--- src/ext_status_defs.svh ---
// Register offsets, field positions, reset values and timing counts
// How it works
// - Loopback sends transmit data to receiver and pin; enables ignored, interrupts kept.
// - Loopback works in all modes but Loop; channel or hardware reset clears it.
// - Auto echo drives transmit pin from receive pin; transmit enable ignored.
// - Request function: pin follows terminal-ready bit, or requests on buffer empty/CRC.
// - Request held until three to four clocks after the data strobe falls.
// - Baud generator source: pin or crystal when 0, peripheral clock when 1.
// - Generator enable shows at output after two counts; disable is immediate.
// - Source enables need group enable; only changes after enabling interrupt.
// - Break/abort enable: any break/abort change interrupts; reset sets enable.
// - Underrun/message-end enable: latch rising interrupts; reset sets enable.
// - Clear-to-send enable: pin change interrupts; reset sets enable.
// - Sync/hunt enable: sync pin in async, hunt bit in sync modes.
// - Carrier-detect enable: pin change interrupts; reset sets enable.
// - Zero-count enable: each generator zero interrupts; reset clears enable.
// - Async break status sets on null with framing error, clears at break end.
// - SDLC abort status sets on seven ones, clears when sequence ends.
// - Both break/abort edges interrupt even while another interrupt pends.
// - Underrun latch set by resets, disable, send abort, underrun; one command clears.
// - Only underrun latch rising interrupts; send abort re-sets it.
// - Clear-to-send status latched while enabled, odd changes re-interrupt, else live.
`ifndef EXT_STATUS_DEFS_SVH
`define EXT_STATUS_DEFS_SVH

`define ADDR_MISC_CONTROL   8'h00
`define ADDR_IRQ_ENABLE     8'h04
`define ADDR_BUF_EXT_STATUS 8'h08
`define ADDR_COMMAND        8'h0c
`define ADDR_GROUP_CONTROL  8'h10
`define ADDR_TX_CONTROL     8'h14
`define ADDR_MODE_CONTROL   8'h18

`define MISC_LOOPBACK   4
`define MISC_AUTO_ECHO  3
`define MISC_REQ_FUNC   2
`define MISC_BRG_SRC    1
`define MISC_BRG_EN     0

`define IE_BREAK    7
`define IE_UNDERRUN 6
`define IE_CTS      5
`define IE_SYNC     4
`define IE_DCD      3
`define IE_ZERO     1
`define IE_RESET    8'hf8

`define ST_BREAK    7
`define ST_UNDERRUN 6
`define ST_CTS      5
`define ST_SYNC     4
`define ST_DCD      3
`define ST_TXEMPTY  2
`define ST_ZERO     1
`define ST_RXAVAIL  0

`define CMD_RESET_EXT      0
`define CMD_SEND_ABORT     1
`define CMD_RESET_UNDERRUN 2
`define CMD_CHANNEL_RESET  3

`define GRP_EXT_IE    0
`define TXC_TX_ENABLE 0
`define TXC_DTR       1
`define MODE_AUTO_EN  2

`define ABORT_ONES     7
`define BRG_SYNC_COUNTS 2
`define REQ_DONE_CYCLES 3

`define RESP_OKAY   2'b00
`define RESP_SLVERR 2'b10

`endif

--- src/ext_status_pkg.sv ---
// Types shared by the external/status and loopback control block
package ext_status_pkg;
  typedef enum logic [1:0] {
    MODE_ASYNC = 2'b00,
    MODE_SYNC  = 2'b01,
    MODE_SDLC  = 2'b10,
    MODE_LOOP  = 2'b11
  } mode_t;
endpackage : ext_status_pkg

--- src/ext_status_irq_and_loopback_ctrl.sv ---
// Channel external/status interrupts, loopback, echo, request and BRG control
//
// Added by the designer: the register addresses and the AXI4-Lite interface to the registers.
`timescale 1ns/1ps
`include "ext_status_defs.svh"
module ext_status_irq_and_loopback_ctrl (
  input  wire logic        aclk,
  input  wire logic        aresetn,
  input  wire logic [7:0]  s_axi_awaddr,
  input  wire logic        s_axi_awvalid,
  output logic             s_axi_awready,
  input  wire logic [31:0] s_axi_wdata,
  input  wire logic [3:0]  s_axi_wstrb,
  input  wire logic        s_axi_wvalid,
  output logic             s_axi_wready,
  output logic [1:0]       s_axi_bresp,
  output logic             s_axi_bvalid,
  input  wire logic        s_axi_bready,
  input  wire logic [7:0]  s_axi_araddr,
  input  wire logic        s_axi_arvalid,
  output logic             s_axi_arready,
  output logic [31:0]      s_axi_rdata,
  output logic [1:0]       s_axi_rresp,
  output logic             s_axi_rvalid,
  input  wire logic        s_axi_rready,
  input  wire logic        tx_data_int,
  input  wire logic        rxd_in,
  output logic             txd_out,
  output logic             rx_data_out,
  input  wire logic        rx_bit_strobe,
  input  wire logic        rx_null_frame_err,
  input  wire logic        rx_break_end,
  input  wire logic        rx_char_avail,
  input  wire logic        hunt_in,
  input  wire logic        tx_underrun,
  input  wire logic        tx_buffer_empty,
  input  wire logic        crc_sent,
  input  wire logic        cts_n_in,
  input  wire logic        carrier_detect_n_in,
  input  wire logic        sync_n_in,
  input  wire logic        data_strobe_n,
  output logic             dtr_req_n_out,
  output logic             tx_enable_gate,
  output logic             rx_enable_gate,
  input  wire logic        rx_tx_clock_pin_tick,
  input  wire logic        xtal_tick,
  input  wire logic        crystal_select_bit,
  input  wire logic        brg_zero_count,
  output logic             brg_src_tick,
  output logic             brg_count_enable,
  output logic             brg_output_enable,
  output logic             ext_status_irq
);

  logic [7:0]                misc_control;
  logic [7:0]                external_status_irq_enable;
  logic                      group_ext_ie;
  logic [1:0]                tx_control;
  ext_status_pkg::mode_t     mode;
  logic                      auto_enables;
  logic                      wr_fire;
  logic                      rd_fire;
  logic                      wr_hit;
  logic [7:0]                wbyte;
  logic                      chan_reset;
  logic                      cmd_reset_ext;
  logic                      cmd_send_abort;
  logic                      cmd_reset_underrun;
  logic [7:0]                next_ie;
  logic [7:0]                ie_rise;
  logic                      async_mode;
  logic                      loop_active;

  // Bus handshake: write address and data are taken together
  assign wr_fire       = s_axi_awvalid && s_axi_wvalid && !s_axi_bvalid;
  assign s_axi_awready = wr_fire;
  assign s_axi_wready  = wr_fire;
  assign rd_fire       = s_axi_arvalid && !s_axi_rvalid;
  assign s_axi_arready = rd_fire;
  assign wbyte         = s_axi_wdata[7:0];
  function automatic logic mapped(input logic [7:0] a);
    mapped = (a == `ADDR_MISC_CONTROL) || (a == `ADDR_IRQ_ENABLE) ||
             (a == `ADDR_BUF_EXT_STATUS) || (a == `ADDR_COMMAND) ||
             (a == `ADDR_GROUP_CONTROL) || (a == `ADDR_TX_CONTROL) ||
             (a == `ADDR_MODE_CONTROL);
  endfunction : mapped
  function automatic logic wr_to(input logic [7:0] a, input logic [7:0] o);
    wr_to = (a == o);
  endfunction : wr_to
  assign wr_hit = wr_fire && s_axi_wstrb[0];

  assign chan_reset = wr_hit && wr_to(s_axi_awaddr, `ADDR_COMMAND) &&
                      wbyte[`CMD_CHANNEL_RESET];
  assign cmd_reset_ext = wr_hit && wr_to(s_axi_awaddr, `ADDR_COMMAND) &&
                         wbyte[`CMD_RESET_EXT];
  assign cmd_send_abort = wr_hit && wr_to(s_axi_awaddr, `ADDR_COMMAND) &&
                          wbyte[`CMD_SEND_ABORT];
  assign cmd_reset_underrun = wr_hit && wr_to(s_axi_awaddr, `ADDR_COMMAND) &&
                              wbyte[`CMD_RESET_UNDERRUN];

  always_ff @(posedge aclk) begin
    if (!aresetn) begin
      s_axi_bvalid <= 1'b0;
      s_axi_bresp  <= `RESP_OKAY;
    end else if (wr_fire) begin
      s_axi_bvalid <= 1'b1;
      s_axi_bresp  <= (mapped(s_axi_awaddr) &&
                       !wr_to(s_axi_awaddr, `ADDR_BUF_EXT_STATUS)) ?
                      `RESP_OKAY : `RESP_SLVERR;
    end else if (s_axi_bready) begin
      s_axi_bvalid <= 1'b0;
    end
  end

  // Channel-reset bits of the misc register; source and enable need hardware
  always_ff @(posedge aclk) begin
    if (!aresetn) begin
      misc_control <= 8'h00;
    end else if (wr_hit && wr_to(s_axi_awaddr, `ADDR_MISC_CONTROL)) begin
      misc_control <= {3'h0, wbyte[4:0]};
    end else if (chan_reset) begin
      misc_control[`MISC_LOOPBACK]  <= 1'b0;
      misc_control[`MISC_AUTO_ECHO] <= 1'b0;
      misc_control[`MISC_REQ_FUNC]  <= 1'b0;
    end
  end

  always_comb begin
    next_ie = external_status_irq_enable;
    if (wr_hit && wr_to(s_axi_awaddr, `ADDR_IRQ_ENABLE)) begin
      next_ie = wbyte;
    end else if (chan_reset) begin
      next_ie = `IE_RESET;
    end
  end

  always_ff @(posedge aclk) begin
    if (!aresetn) begin
      external_status_irq_enable <= `IE_RESET;
    end else begin
      external_status_irq_enable <= next_ie;
    end
  end

  // An enable that turns on discards changes from before it
  assign ie_rise = next_ie & ~external_status_irq_enable;

  always_ff @(posedge aclk) begin
    if (!aresetn) begin
      group_ext_ie <= 1'b0;
      tx_control   <= 2'h0;
      mode         <= ext_status_pkg::MODE_ASYNC;
      auto_enables <= 1'b0;
    end else if (wr_hit) begin
      if (wr_to(s_axi_awaddr, `ADDR_GROUP_CONTROL)) begin
        group_ext_ie <= wbyte[`GRP_EXT_IE];
      end
      if (wr_to(s_axi_awaddr, `ADDR_TX_CONTROL)) begin
        tx_control <= wbyte[1:0];
      end
      if (wr_to(s_axi_awaddr, `ADDR_MODE_CONTROL)) begin
        mode         <= ext_status_pkg::mode_t'(wbyte[1:0]);
        auto_enables <= wbyte[`MODE_AUTO_EN];
      end
    end
  end

  assign async_mode  = (mode == ext_status_pkg::MODE_ASYNC);
  assign loop_active = misc_control[`MISC_LOOPBACK] &&
                       (mode != ext_status_pkg::MODE_LOOP);

  // Data routing for loopback and echo
  always_ff @(posedge aclk) begin
    if (!aresetn) begin
      txd_out     <= 1'b1;
      rx_data_out <= 1'b1;
    end else begin
      txd_out     <= misc_control[`MISC_AUTO_ECHO] ? rxd_in :
                     tx_data_int;
      rx_data_out <= loop_active ? tx_data_int : rxd_in;
    end
  end

  always_ff @(posedge aclk) begin
    if (!aresetn) begin
      tx_enable_gate <= 1'b0;
      rx_enable_gate <= 1'b0;
    end else begin
      tx_enable_gate <= loop_active || misc_control[`MISC_AUTO_ECHO] ||
                        !auto_enables || !cts_n_in;
      rx_enable_gate <= loop_active || !auto_enables ||
                        !carrier_detect_n_in;
    end
  end

  // Request pin
  logic       req_active;
  logic       strobe_prev;
  logic       empty_prev;
  logic       req_timing;
  logic [2:0] req_count;

  always_ff @(posedge aclk) begin
    if (!aresetn) begin
      strobe_prev <= 1'b1;
      empty_prev  <= 1'b1;
    end else begin
      strobe_prev <= data_strobe_n;
      empty_prev  <= tx_buffer_empty;
    end
  end

  always_ff @(posedge aclk) begin
    if (!aresetn) begin
      req_active <= 1'b0;
      req_timing <= 1'b0;
      req_count  <= 3'h0;
    end else if ((tx_buffer_empty && !empty_prev) ||
                 (!async_mode && crc_sent)) begin
      req_active <= 1'b1;
      req_timing <= 1'b0;
      req_count  <= 3'h0;
    end else if (req_timing) begin
      if (req_count == 3'(`REQ_DONE_CYCLES - 1)) begin
        req_active <= 1'b0;
        req_timing <= 1'b0;
      end else begin
        req_count <= req_count + 3'h1;
      end
    end else if (req_active && strobe_prev && !data_strobe_n) begin
      req_timing <= 1'b1;
      req_count  <= 3'h0;
    end
  end

  always_ff @(posedge aclk) begin
    if (!aresetn) begin
      dtr_req_n_out <= 1'b1;
    end else begin
      dtr_req_n_out <= misc_control[`MISC_REQ_FUNC] ? !req_active :
                       !tx_control[`TXC_DTR];
    end
  end

  // Baud generator source and synchronised enable
  logic [1:0] brg_sync;

  always_ff @(posedge aclk) begin
    if (!aresetn) begin
      brg_src_tick <= 1'b0;
    end else begin
      brg_src_tick <= misc_control[`MISC_BRG_SRC] ? 1'b1 :
                      (crystal_select_bit ? xtal_tick :
                       rx_tx_clock_pin_tick);
    end
  end

  assign brg_count_enable = misc_control[`MISC_BRG_EN];
  always_ff @(posedge aclk) begin
    if (!aresetn || !misc_control[`MISC_BRG_EN]) begin
      brg_sync          <= 2'h0;
      brg_output_enable <= 1'b0;
    end else if (brg_src_tick && !brg_output_enable) begin
      if (brg_sync == 2'(`BRG_SYNC_COUNTS - 1)) begin
        brg_output_enable <= 1'b1;
      end
      brg_sync <= brg_sync + 2'h1;
    end
  end

  // Break/abort status
  logic       brk_status;
  logic [2:0] ones_run;

  always_ff @(posedge aclk) begin
    if (!aresetn || chan_reset) begin
      brk_status <= 1'b0;
      ones_run   <= 3'h0;
    end else if (mode == ext_status_pkg::MODE_SDLC) begin
      if (rx_bit_strobe) begin
        if (!rx_data_out) begin
          ones_run   <= 3'h0;
          brk_status <= 1'b0;
        end else if (ones_run == 3'(`ABORT_ONES - 1)) begin
          brk_status <= 1'b1;
        end else begin
          ones_run <= ones_run + 3'h1;
        end
      end
    end else if (async_mode) begin
      if (rx_null_frame_err) begin
        brk_status <= 1'b1;
      end else if (rx_break_end) begin
        brk_status <= 1'b0;
      end
    end
  end

  // Underrun/message-end latch
  logic underrun_latch;
  logic tx_en_prev;
  logic underrun_set;

  assign underrun_set = tx_underrun || cmd_send_abort ||
                        (tx_en_prev && !tx_control[`TXC_TX_ENABLE]);

  always_ff @(posedge aclk) begin
    if (!aresetn) begin
      tx_en_prev <= 1'b0;
    end else begin
      tx_en_prev <= tx_control[`TXC_TX_ENABLE];
    end
  end

  always_ff @(posedge aclk) begin
    if (!aresetn || chan_reset) begin
      underrun_latch <= 1'b1;
    end else if (underrun_set) begin
      underrun_latch <= 1'b1;
    end else if (cmd_reset_underrun) begin
      underrun_latch <= 1'b0;
    end
  end

  // External/status latches and pending flag
  logic ext_pending;
  logic brk_prev;
  logic und_prev;
  logic cts_lat;
  logic dcd_lat;
  logic sync_lat;
  logic cts_live;
  logic dcd_live;
  logic sync_live;
  logic [7:0] ie_eff;
  logic ev_change;
  logic ev_brk;
  logic ev_und;
  logic ev_zero;

  assign cts_live  = !cts_n_in;
  assign dcd_live  = !carrier_detect_n_in;
  assign sync_live = async_mode ? !sync_n_in : hunt_in;
  assign ie_eff    = group_ext_ie ? external_status_irq_enable : 8'h00;

  // Live-versus-latched comparison only while nothing is pending
  assign ev_change = !ext_pending && (
    (ie_eff[`IE_CTS]  && !ie_rise[`IE_CTS]  && cts_live  != cts_lat) ||
    (ie_eff[`IE_DCD]  && !ie_rise[`IE_DCD]  && dcd_live  != dcd_lat) ||
    (ie_eff[`IE_SYNC] && !ie_rise[`IE_SYNC] &&
     sync_live != sync_lat));
  assign ev_brk  = ie_eff[`IE_BREAK] && (brk_status != brk_prev);
  assign ev_und  = ie_eff[`IE_UNDERRUN] && underrun_latch &&
                   !und_prev;
  assign ev_zero = ie_eff[`IE_ZERO] && brg_zero_count;

  always_ff @(posedge aclk) begin
    if (!aresetn) begin
      brk_prev <= 1'b0;
      und_prev <= 1'b1;
    end else begin
      brk_prev <= brk_status;
      und_prev <= underrun_latch;
    end
  end

  always_ff @(posedge aclk) begin
    if (!aresetn || chan_reset) begin
      ext_pending <= 1'b0;
    end else if (ev_change || ev_brk || ev_und || ev_zero) begin
      ext_pending <= 1'b1;
    end else if (cmd_reset_ext) begin
      ext_pending <= 1'b0;
    end
  end

  always_ff @(posedge aclk) begin
    if (!aresetn || chan_reset) begin
      cts_lat  <= 1'b0;
      dcd_lat  <= 1'b0;
      sync_lat <= 1'b0;
    end else if (!ext_pending || ie_rise != 8'h00) begin
      // Track while idle; a new enable reloads so old changes are dropped
      if (!ext_pending || ie_rise[`IE_CTS]) begin
        cts_lat <= cts_live;
      end
      if (!ext_pending || ie_rise[`IE_DCD]) begin
        dcd_lat <= dcd_live;
      end
      if (!ext_pending || ie_rise[`IE_SYNC]) begin
        sync_lat <= sync_live;
      end
    end
  end

  assign ext_status_irq = ext_pending && group_ext_ie;
  // Read path
  logic [7:0] status_byte;

  always_comb begin
    status_byte = 8'h00;
    status_byte[`ST_BREAK]    = brk_status;
    status_byte[`ST_UNDERRUN] = underrun_latch;
    status_byte[`ST_CTS]      = external_status_irq_enable[`IE_CTS] ?
                                cts_lat : cts_live;
    status_byte[`ST_SYNC]     = external_status_irq_enable[`IE_SYNC] ?
                                sync_lat : sync_live;
    status_byte[`ST_DCD]      = external_status_irq_enable[`IE_DCD] ?
                                dcd_lat : dcd_live;
    status_byte[`ST_TXEMPTY]  = tx_buffer_empty;
    status_byte[`ST_ZERO]     = external_status_irq_enable[`IE_ZERO] &&
                                brg_zero_count;
    status_byte[`ST_RXAVAIL]  = rx_char_avail;
  end

  always_ff @(posedge aclk) begin
    if (!aresetn) begin
      s_axi_rvalid <= 1'b0;
      s_axi_rdata  <= 32'h0000_0000;
      s_axi_rresp  <= `RESP_OKAY;
    end else if (rd_fire) begin
      s_axi_rvalid <= 1'b1;
      s_axi_rresp  <= mapped(s_axi_araddr) ? `RESP_OKAY : `RESP_SLVERR;
      unique case (s_axi_araddr)
        `ADDR_MISC_CONTROL:   s_axi_rdata <= {24'h0, misc_control};
        `ADDR_IRQ_ENABLE:     s_axi_rdata <= {24'h0,
                                              external_status_irq_enable};
        `ADDR_BUF_EXT_STATUS: s_axi_rdata <= {24'h0, status_byte};
        `ADDR_GROUP_CONTROL:  s_axi_rdata <= {31'h0, group_ext_ie};
        `ADDR_TX_CONTROL:     s_axi_rdata <= {30'h0, tx_control};
        `ADDR_MODE_CONTROL:   s_axi_rdata <= {29'h0, auto_enables, mode};
        default:              s_axi_rdata <= 32'h0000_0000;
      endcase
    end else if (s_axi_rready) begin
      s_axi_rvalid <= 1'b0;
    end
  end

endmodule : ext_status_irq_and_loopback_ctrl

--- config.mk ---
export PLATFORM = sky130hd
export DESIGN_NAME = ext_status_irq_and_loopback_ctrl
export DESIGN_NICKNAME = d
export VERILOG_FILES = /design/src/ext_status_pkg.sv /design/src/ext_status_irq_and_loopback_ctrl.sv
export VERILOG_INCLUDE_DIRS = /design/src
export SDC_FILE = /design/constraint.sdc
export NUM_CORES = 1
export LEC_CHECK = 0
export ABC_AREA = 0
export BUFFER_PORTS_ARGS = -buffer_cell sky130_fd_sc_hd__clkbuf_2
export CAP_MARGIN = 20
export CORE_UTILIZATION = 48
export DETAILED_ROUTE_END_ITERATION = 8
export PLACE_DENSITY = 0.81
export SYNTH_ARGS = -nofsm -noshare
export SYNTH_HDL_FRONTEND = slang
export SYNTH_SLANG_ARGS = --single-unit
--- constraint.sdc ---
create_clock -name aclk -period 2.1 [get_ports aclk]
set_clock_uncertainty 0.05 [all_clocks]
set_input_delay 0.105 -clock aclk [delete_from_list [all_inputs] [get_ports aclk]]
set_output_delay 0.105 -clock aclk [all_outputs]
set_load 0.02 [all_outputs]
==> results of run 1 <==
-- Yosys cell counts (4+ instances only) --
cell	count	area [um2]
nand3_1	15	75.1
nand2_1	36	135
inv_1	15	56.3
a21oi_1	16	80.1
nor2b_1	8	50.1
o22ai_1	8	50.1
buf_4	27	203
mux2i_1	12	120
a31oi_1	4	25.0
a211oi_1	5	37.5
nand2b_1	8	50.1
clkbuf_1	9	33.8
a22o_1	7	61.3
ha_1	5	62.6
dfxtp_1	59	1180
nor2_1	34	128
o21ai_0	18	90.1
-- flip-flops by register name (all words and copies together), names as in the netlist, 2 cells and up --
register,cells
req_count,3
tx_control,2
mode,2
ones_run,3
brg_sync,2
misc_control,5
external_status_irq_enable,8
s_axi_rdata,8
-- cell usage in the layout (no fill, tap or decap), types with 4 or more instances in the layout --
cell type / n
clkbuf_2: 73
mux2i_1: 12
a31oi_1: 4
a21oi_1: 16
nor2_1: 34
o22ai_1: 8
nand2b_1: 8
inv_1: 15
o21ai_0: 18
dfxtp_1: 59
buf_4: 5
clkbuf_8: 11
nand3_1: 15
dlygate4sd3_1: 17
ha_1: 5
a211oi_1: 5
nor2b_1: 8
conb_1: 26
a22o_1: 7
nand2_1: 36
-- critical path, delay by kind of cell, from the launching register on --
family	cells	cell delay, ns
mux	1	0.23
flops	1	0.31
buf+inv	2	0.71
simple gates	1	0.05
compound gates	1	0.38
-- metrics by stage --
step | worst slack (ns) | hold WS [ns] | std cells
final | 0.250 | 0.0119 | 515
after global routing | 0.167 | 0.0431 | 515
after CTS | 0.254 | 0.00398 | 515
after detailed placement | 0.165 | 0.250 | 482
after global placement | 0.217 | 0.245 | 482
after floorplan | 0.445 | 0.155 | 370
-- layer usage --
layer | up-vias | wire length [um] | GRT usage, %
li1 | 1338 | - | -
met1 | 1249 | 3040 | 28.5
met2 | 124 | 3150 | 35.7
met3 | 14 | 557 | 7.54
met4 | 0 | 166 | 12.0
met5 | - | 0 | 0
-- worst max-delay path by stage --
stage                     end  slack, ns  depth (start not counted)
5_1_grt           rx_data_out       0.17                          5
3_3_place_gp      ones_run[1]       0.22                          6
2_1_floorplan  underrun_latch       0.44                          5
6_report          rx_data_out       0.25                          5
4_1_cts           rx_data_out       0.25                          5
3_5_place_dp         sync_lat       0.17                          6
-- cells by family (layout without fill, tap and decap cells) --
family,after synthesis,count (layout)
fa+ha+maj,5,5
simple gates,126,126
xor+xnor,5,5
buf+inv,56,126
compound gates,79,79
flops,59,59
other cells,1,26
mux,14,14
-- where the power goes --
group	internal [W]	switching, W
sequential	0.00114	0.0000142
clock	0.000726	0.000467
combinational	0.000113	0.000178
total	0.00198	0.000660
-- area by class of cell --
type                            count  area [um2]  share of cell area (%)
Multi-Input combinational cell    255        1510                    41.5
Sequential cell                    59        1180                    32.4
Timing Repair Buffer               95         573                    15.7
Clock buffer                       11         151                    4.16
Tap cell                           75        93.8                    2.58
Clock inverter                      5        75.1                    2.06
Inverter                           15        56.3                    1.55
==> run summary, run 1 <==
Hold depth = 3
Rows = 28
Worst Setup Start Kind = register
Hold Startpoint = s_axi_wdata[2]
Ys async rst share = 0%
Distinct cells, synth = 56
Clk buf depth = 2
Final min period = 1.85 ns
Final instance area = 3640 um2
Core area = 5890 um2
Required time of the critical path = 2.28 ns
RSZ-0062 raised after global routing = no
Final core occ = 61.9%
Main synth FF type = dfxtp_1
CP Capture Type = register
R2R cell count = 5
Routed Antenna Nets = 0
Post-CTS Setup Bufs = 0
DR vias/cell = 5.29
Launch point of the worst reg-to-reg path = mode[1]
Total global routing overflow = 0
Final #Nets = 517
Slew @ Worst Pin = 0.520 ns
Pin count of the biggest net entering global routing = 34
Total GRT Usage = 23.1%
Post-place instance area = 3250 um2
Number of global-route vias before repair = 2440
Post-Synth XOR/XNOR Area = 1.50%
Post-synthesis simple-gate area fraction = 22.0%
Drt drc = 0
Clk Latency, worst-skew pair = 0.35 ns
Router iterations before antenna repair = 4
Chip height = 80.0 um
Overall power = 0.00264 W
Starting density of the core = 49.6%
Crit path max fanout = 8
Worst vdd ir = 0.382 mV
PostCTS Resize Cnt = 0
CTS tree = built
First-pass GRT wire length = 11000 um
Relative slew slack = 65.0%
Setup crit start = mode[1]
Port bufs = 73
Final WL = 6920 um
Worst path cell trace = buf_4, a21boi_0, mux2i_1, dlygate4sd3_1, nand2_1
Sink Count = 59
Cells after Synth = 345
Die W = 80.0 um
Compound-Gate Fraction of Synth Area = 17.9%
CP max stage cell = dlygate4sd3_1
Layout cells sized above 1 = 23.2%
Part of the cycle the worst path needs = 88.1%
Fin Setup TNS = 0 ns
CTS Hold Buffers Added = 17
Sequential area share after synthesis = 40.4%
Max-cap check violation count = 0
# diodes = 0
Post-DR wirelength/cell = 13.4 um
Reg2reg end = rx_data_out
R2r setup slk = 0.25 ns
Max Freq = 541 MHz
DP HPWL = 4970 um
Pwr per Cell Area = 724 nW/um2
Syn Area/Cell = 8.47 um2
Leak = 1.62 nW
Vias = 2725
CP arrival = 2.03 ns
Synthesis Warnings = 0
Initial antenna violation count = 0
Worst min path class = input port to register
Die area = 6400 um2
WHS Endpoint = external_status_irq_enable[2]
Max incr delay on CP = 0.55 ns
Adder-Cell Fraction of Synth Area = 2.14%
Number of synthesized flops with an enable pin = 0
Largest family of logic cells by synthesized area = simple AND/OR/NAND/NOR gates
Status = completed
Count of final max-slew check failures = 0
Post-synthesis mux area share = 4.88%
Area grow syn2layout = 24.7%
Setup Viol. Count Final = 0
CTS buffer count = 9
Synthesized area = 2920 um2
CP Class = register to register
Final Hold Fails = 0
Routability cong. = 0.907
Clock Tree Root = clkbuf_8
CTS clock-pin slew for the worst setup and hold paths = 0.07 ns
Fillers = 519
H-tree levels = 3
#FFs+latches synth = 59
I/O pins = 127
Drt first-iter violations = 212
No activity file was read; power rests on OpenSTA's default activity.
==> run 2, diff against run 1 <==
--- a/config.mk
+++ b/config.mk
@@ -6,10 +6,11 @@
 export SDC_FILE = /design/constraint.sdc
 export NUM_CORES = 1
 export LEC_CHECK = 0
-export ABC_AREA = 0
+export ABC_AREA = 1
 export BUFFER_PORTS_ARGS = -buffer_cell sky130_fd_sc_hd__clkbuf_2
 export CAP_MARGIN = 20
-export CORE_UTILIZATION = 48
+export CORE_UTILIZATION = 49
+export CTS_CLUSTER_DIAMETER = 200
 export DETAILED_ROUTE_END_ITERATION = 8
 export PLACE_DENSITY = 0.81
 export SYNTH_ARGS = -nofsm -noshare
==> run 2 against run 1 <==
Compared with the run above:
- clock-buffer cell count grew 2
- worst hold slack gained 0.020 ns
- critical endpoint is now cts_lat
- utilization grew 1.1 points
==> run summary, run 2 <==
Post-synthesis simple-gate area fraction = 27.0% (+5.0 points)
Post-CTS Setup Bufs = 0 (unchanged)
CP arrival = 1.85 ns (-0.18 ns)
Fin Setup TNS = 0 ns (unchanged)
Setup WS pre-CTS = 0.466 ns (+0.301 ns)
Initial antenna violation count = 0 (unchanged)
Compound-Gate Fraction of Synth Area = 15.9% (-2.1 points)
Clk buf depth = 2 (unchanged)
Die area = 6730 um2 (+5.2%)
Die W = 82.1 um (+2.5%)
Port bufs = 73 (unchanged)
Leading area contributor after synthesis = dfxtp_1
Commonest non-fill, non-tap cell in the layout = nand2_1
Met3 Resource Use GR = 5.56% (-2.0 points)
Post-Synth XOR/XNOR Area = 0.558% (-0.94 points)
DR vias/cell = 4.96 (-6.3%)
RSZ-0062 raised after global routing = no
Max-cap check violation count = 0 (unchanged)
Distinct cells, synth = 38 (-32%)
Max Freq = 601 MHz (+11%)
Router iterations before antenna repair = 5 (+1)
CTS buffer count = 9 (unchanged)
Non-filler cells, final = 626 (+22%)
Layout cells sized above 1 = 20.9% (-2.3 points)
Sequential area share after synthesis = 37.6% (-2.8 points)
Number of synthesized flops with an enable pin = 0 (unchanged)
Cells after Synth = 453 (+31%)
Slew @ Worst Pin = 0.578 ns (+0.0577 ns)
Largest regs = external_status_irq_enable x8, s_axi_rdata x8, misc_control x5
GR Util met2 = 40.3% (+4.6 points)
Routability cong. = 0.893 (-1.5%)
CTS clock-pin slew for the worst setup and hold paths = 0.06 ns (about the same)
CP Class = register to register
Clk Latency, worst-skew pair = 0.34 ns (about the same)
Top cells by area, synth = dfxtp_1 (38%), nand2_1 (12%), inv_1 (8.0%), buf_4 (6.9%), a21oi_1 (6.7%)
R2r setup slk = 0.44 ns (+0.19 ns)
Area grow syn2layout = 21.5%
Sink Count = 59 (unchanged)
Relative slew slack = 61.3% (-3.7 points)
Ys async rst share = 0% (unchanged)
Largest family of logic cells by synthesized area = simple AND/OR/NAND/NOR gates
Syn Area/Cell = 6.93 um2 (-18%)
Overall power = 0.00240 W (-9.0%)
Commonest cells in the netlist = nand2_1 (102), inv_1 (67), dfxtp_1 (59), a21oi_1 (42), nor2_1 (34)
Starting density of the core = 51.8% (+2.2 points)
Final min period = 1.66 ns (-0.186 ns)
Final core occ = 63.0% (+1.1 points)
Worst Setup Start Kind = register
Most numerous cell in the Yosys netlist = nand2_1
Top Usage Layer GRT = met2
Worst vdd ir = 0.378 mV (-1.0%)
Total global routing overflow = 0 (unchanged)
Chip height = 82.1 um (+2.5%)
Fillers = 562 (+8.3%)
DP HPWL = 5340 um (+7.4%)
Total GRT Usage = 24.5% (+1.4 points)
Clock Tree Root = clkbuf_8
Vias = 3102 (+14%)
Synthesized area = 3140 um2 (+7.5%)
Final Hold Fails = 0 (unchanged)
Synthesis Warnings = 0 (unchanged)
Routed Antenna Nets = 0 (unchanged)
Pin count of the biggest net entering global routing = 22 (-35%)
Count of final max-slew check failures = 0 (unchanged)
# diodes = 0 (unchanged)
Core area = 6060 um2 (+3.0%)
Crit path max fanout = 11 (+3)
Most frequent cells in the layout = nand2_1 (102), clkbuf_2 (73), inv_1 (67)
Drt first-iter violations = 159 (-25%)
Worst min path class = input port to register
Final #Nets = 629 (+22%)
#FFs+latches synth = 59 (unchanged)
CP Capture Type = register
Post-DR wirelength/cell = 12.2 um (-9.0%)
Setup WS post-layout = 0.436 ns (+0.186 ns)
First-pass GRT wire length = 12200 um (+11%)
Drt drc = 0 (unchanged)
H-tree levels = 3 (unchanged)
Met1 Resource Use GR = 30.0% (+1.5 points)
Final WL = 7650 um (+11%)
Status = completed
Leak = 1.90 nW (+17%)
Main synth FF type = dfxtp_1
I/O pins = 127 (unchanged)
Required time of the critical path = 2.29 ns (about the same)
Number of global-route vias before repair = 2752 (+13%)
Rows = 28 (unchanged)
Adder-Cell Fraction of Synth Area = 1.99% (-0.15 points)
Cells after DPL = 594 (+23%)
Part of the cycle the worst path needs = 79.2% (-8.9 points)
Setup Viol. Count Final = 0 (unchanged)
CTS tree = built
Post-synthesis mux area share = 0.359% (-4.5 points)
Top-area cell type share of the netlist area = 37.6% (-2.8 points)
Pwr per Cell Area = 629 nW/um2 (-13%)
==> run 2: cell types whose count changed in the layout (fill, tap and decap cells not counted), moves of 7 or more <==
cell	previous run	this run
inv_1	15	67
nand2_1	36	102
o21ai_0	18	26
a21oi_1	16	42
a22o_1	7	0
mux2i_1	12	0
nand3_1	15	27
nand2b_1	8	0
nor2b_1	8	0
o22ai_1	8	1
==> run 2: cell families after synthesis <==
group	count (synthesis)
adder cells (fa/ha/maj)	5
other	1
AND/OR/NAND/NOR	192
multiplexers	1
buffers and inverters	107
AO/OA/AOI/OAI	86
flip-flops	59
XOR/XNOR	2
==> run 2: cell type report <==
cell class | count | area (um2) | share of cell area (%)
sequential | 59 | 1180 | 31.0
multi-input combinational | 312 | 1530 | 40.2
inverter | 72 | 270 | 7.08
timing repair buffer | 93 | 558 | 14.6
clock buffer | 13 | 169 | 4.43
clock inverter | 2 | 10.0 | 0.262
tap | 75 | 93.8 | 2.46
==> run 2: timing repair <==
item | in CTS | in global routing
endpoints found under the setup margin | 0 | 0
gates resized for setup | 0 | 0
hold endpoints to repair | 16 | 0
hold buffers | 17 | 0
==> run 2: stage by stage <==
step           hold WS (ns)  cell area [um2]
3_5_place_dp          0.260             3470
5_1_grt              0.0477             3820
6_report             0.0318             3820
4_1_cts              0.0278             3820
3_3_place_gp          0.253             3470
2_1_floorplan         0.152             3230
==> run 2: where the power goes <==
group	internal (W)	switching [W]
combinational	0.000105	0.000188
clock	0.000515	0.000439
sequential	0.00114	0.0000131
==> run 2: final timing paths <==
kind,from,cells past startpoint,endpoint
max reg2reg,s_axi_bvalid,10,cts_lat
min,s_axi_wdata[5],5,external_status_irq_enable[5]
min reg2reg,tx_control[0],2,tx_en_prev
max,s_axi_bvalid,10,cts_lat
==> run 2: layer usage <==
layer	vias up	routed length, um
met3	17	486
met2	133	3590
met5	-	0
met1	1368	3390
li1	1584	-
met4	0	178
==> run 2: critical path, cell delays in order, from the launching register on <==
cell and delay [ns]:
dfxtp_1 0.32, inv_2 0.06, nand3_2 0.10, nor2_4 0.19
nand2_2 0.21, inv_1 0.24, nand2_1 0.12, nand3_2 0.10
nand3_1 0.07, nand2_1 0.07, nor2_1 0.04
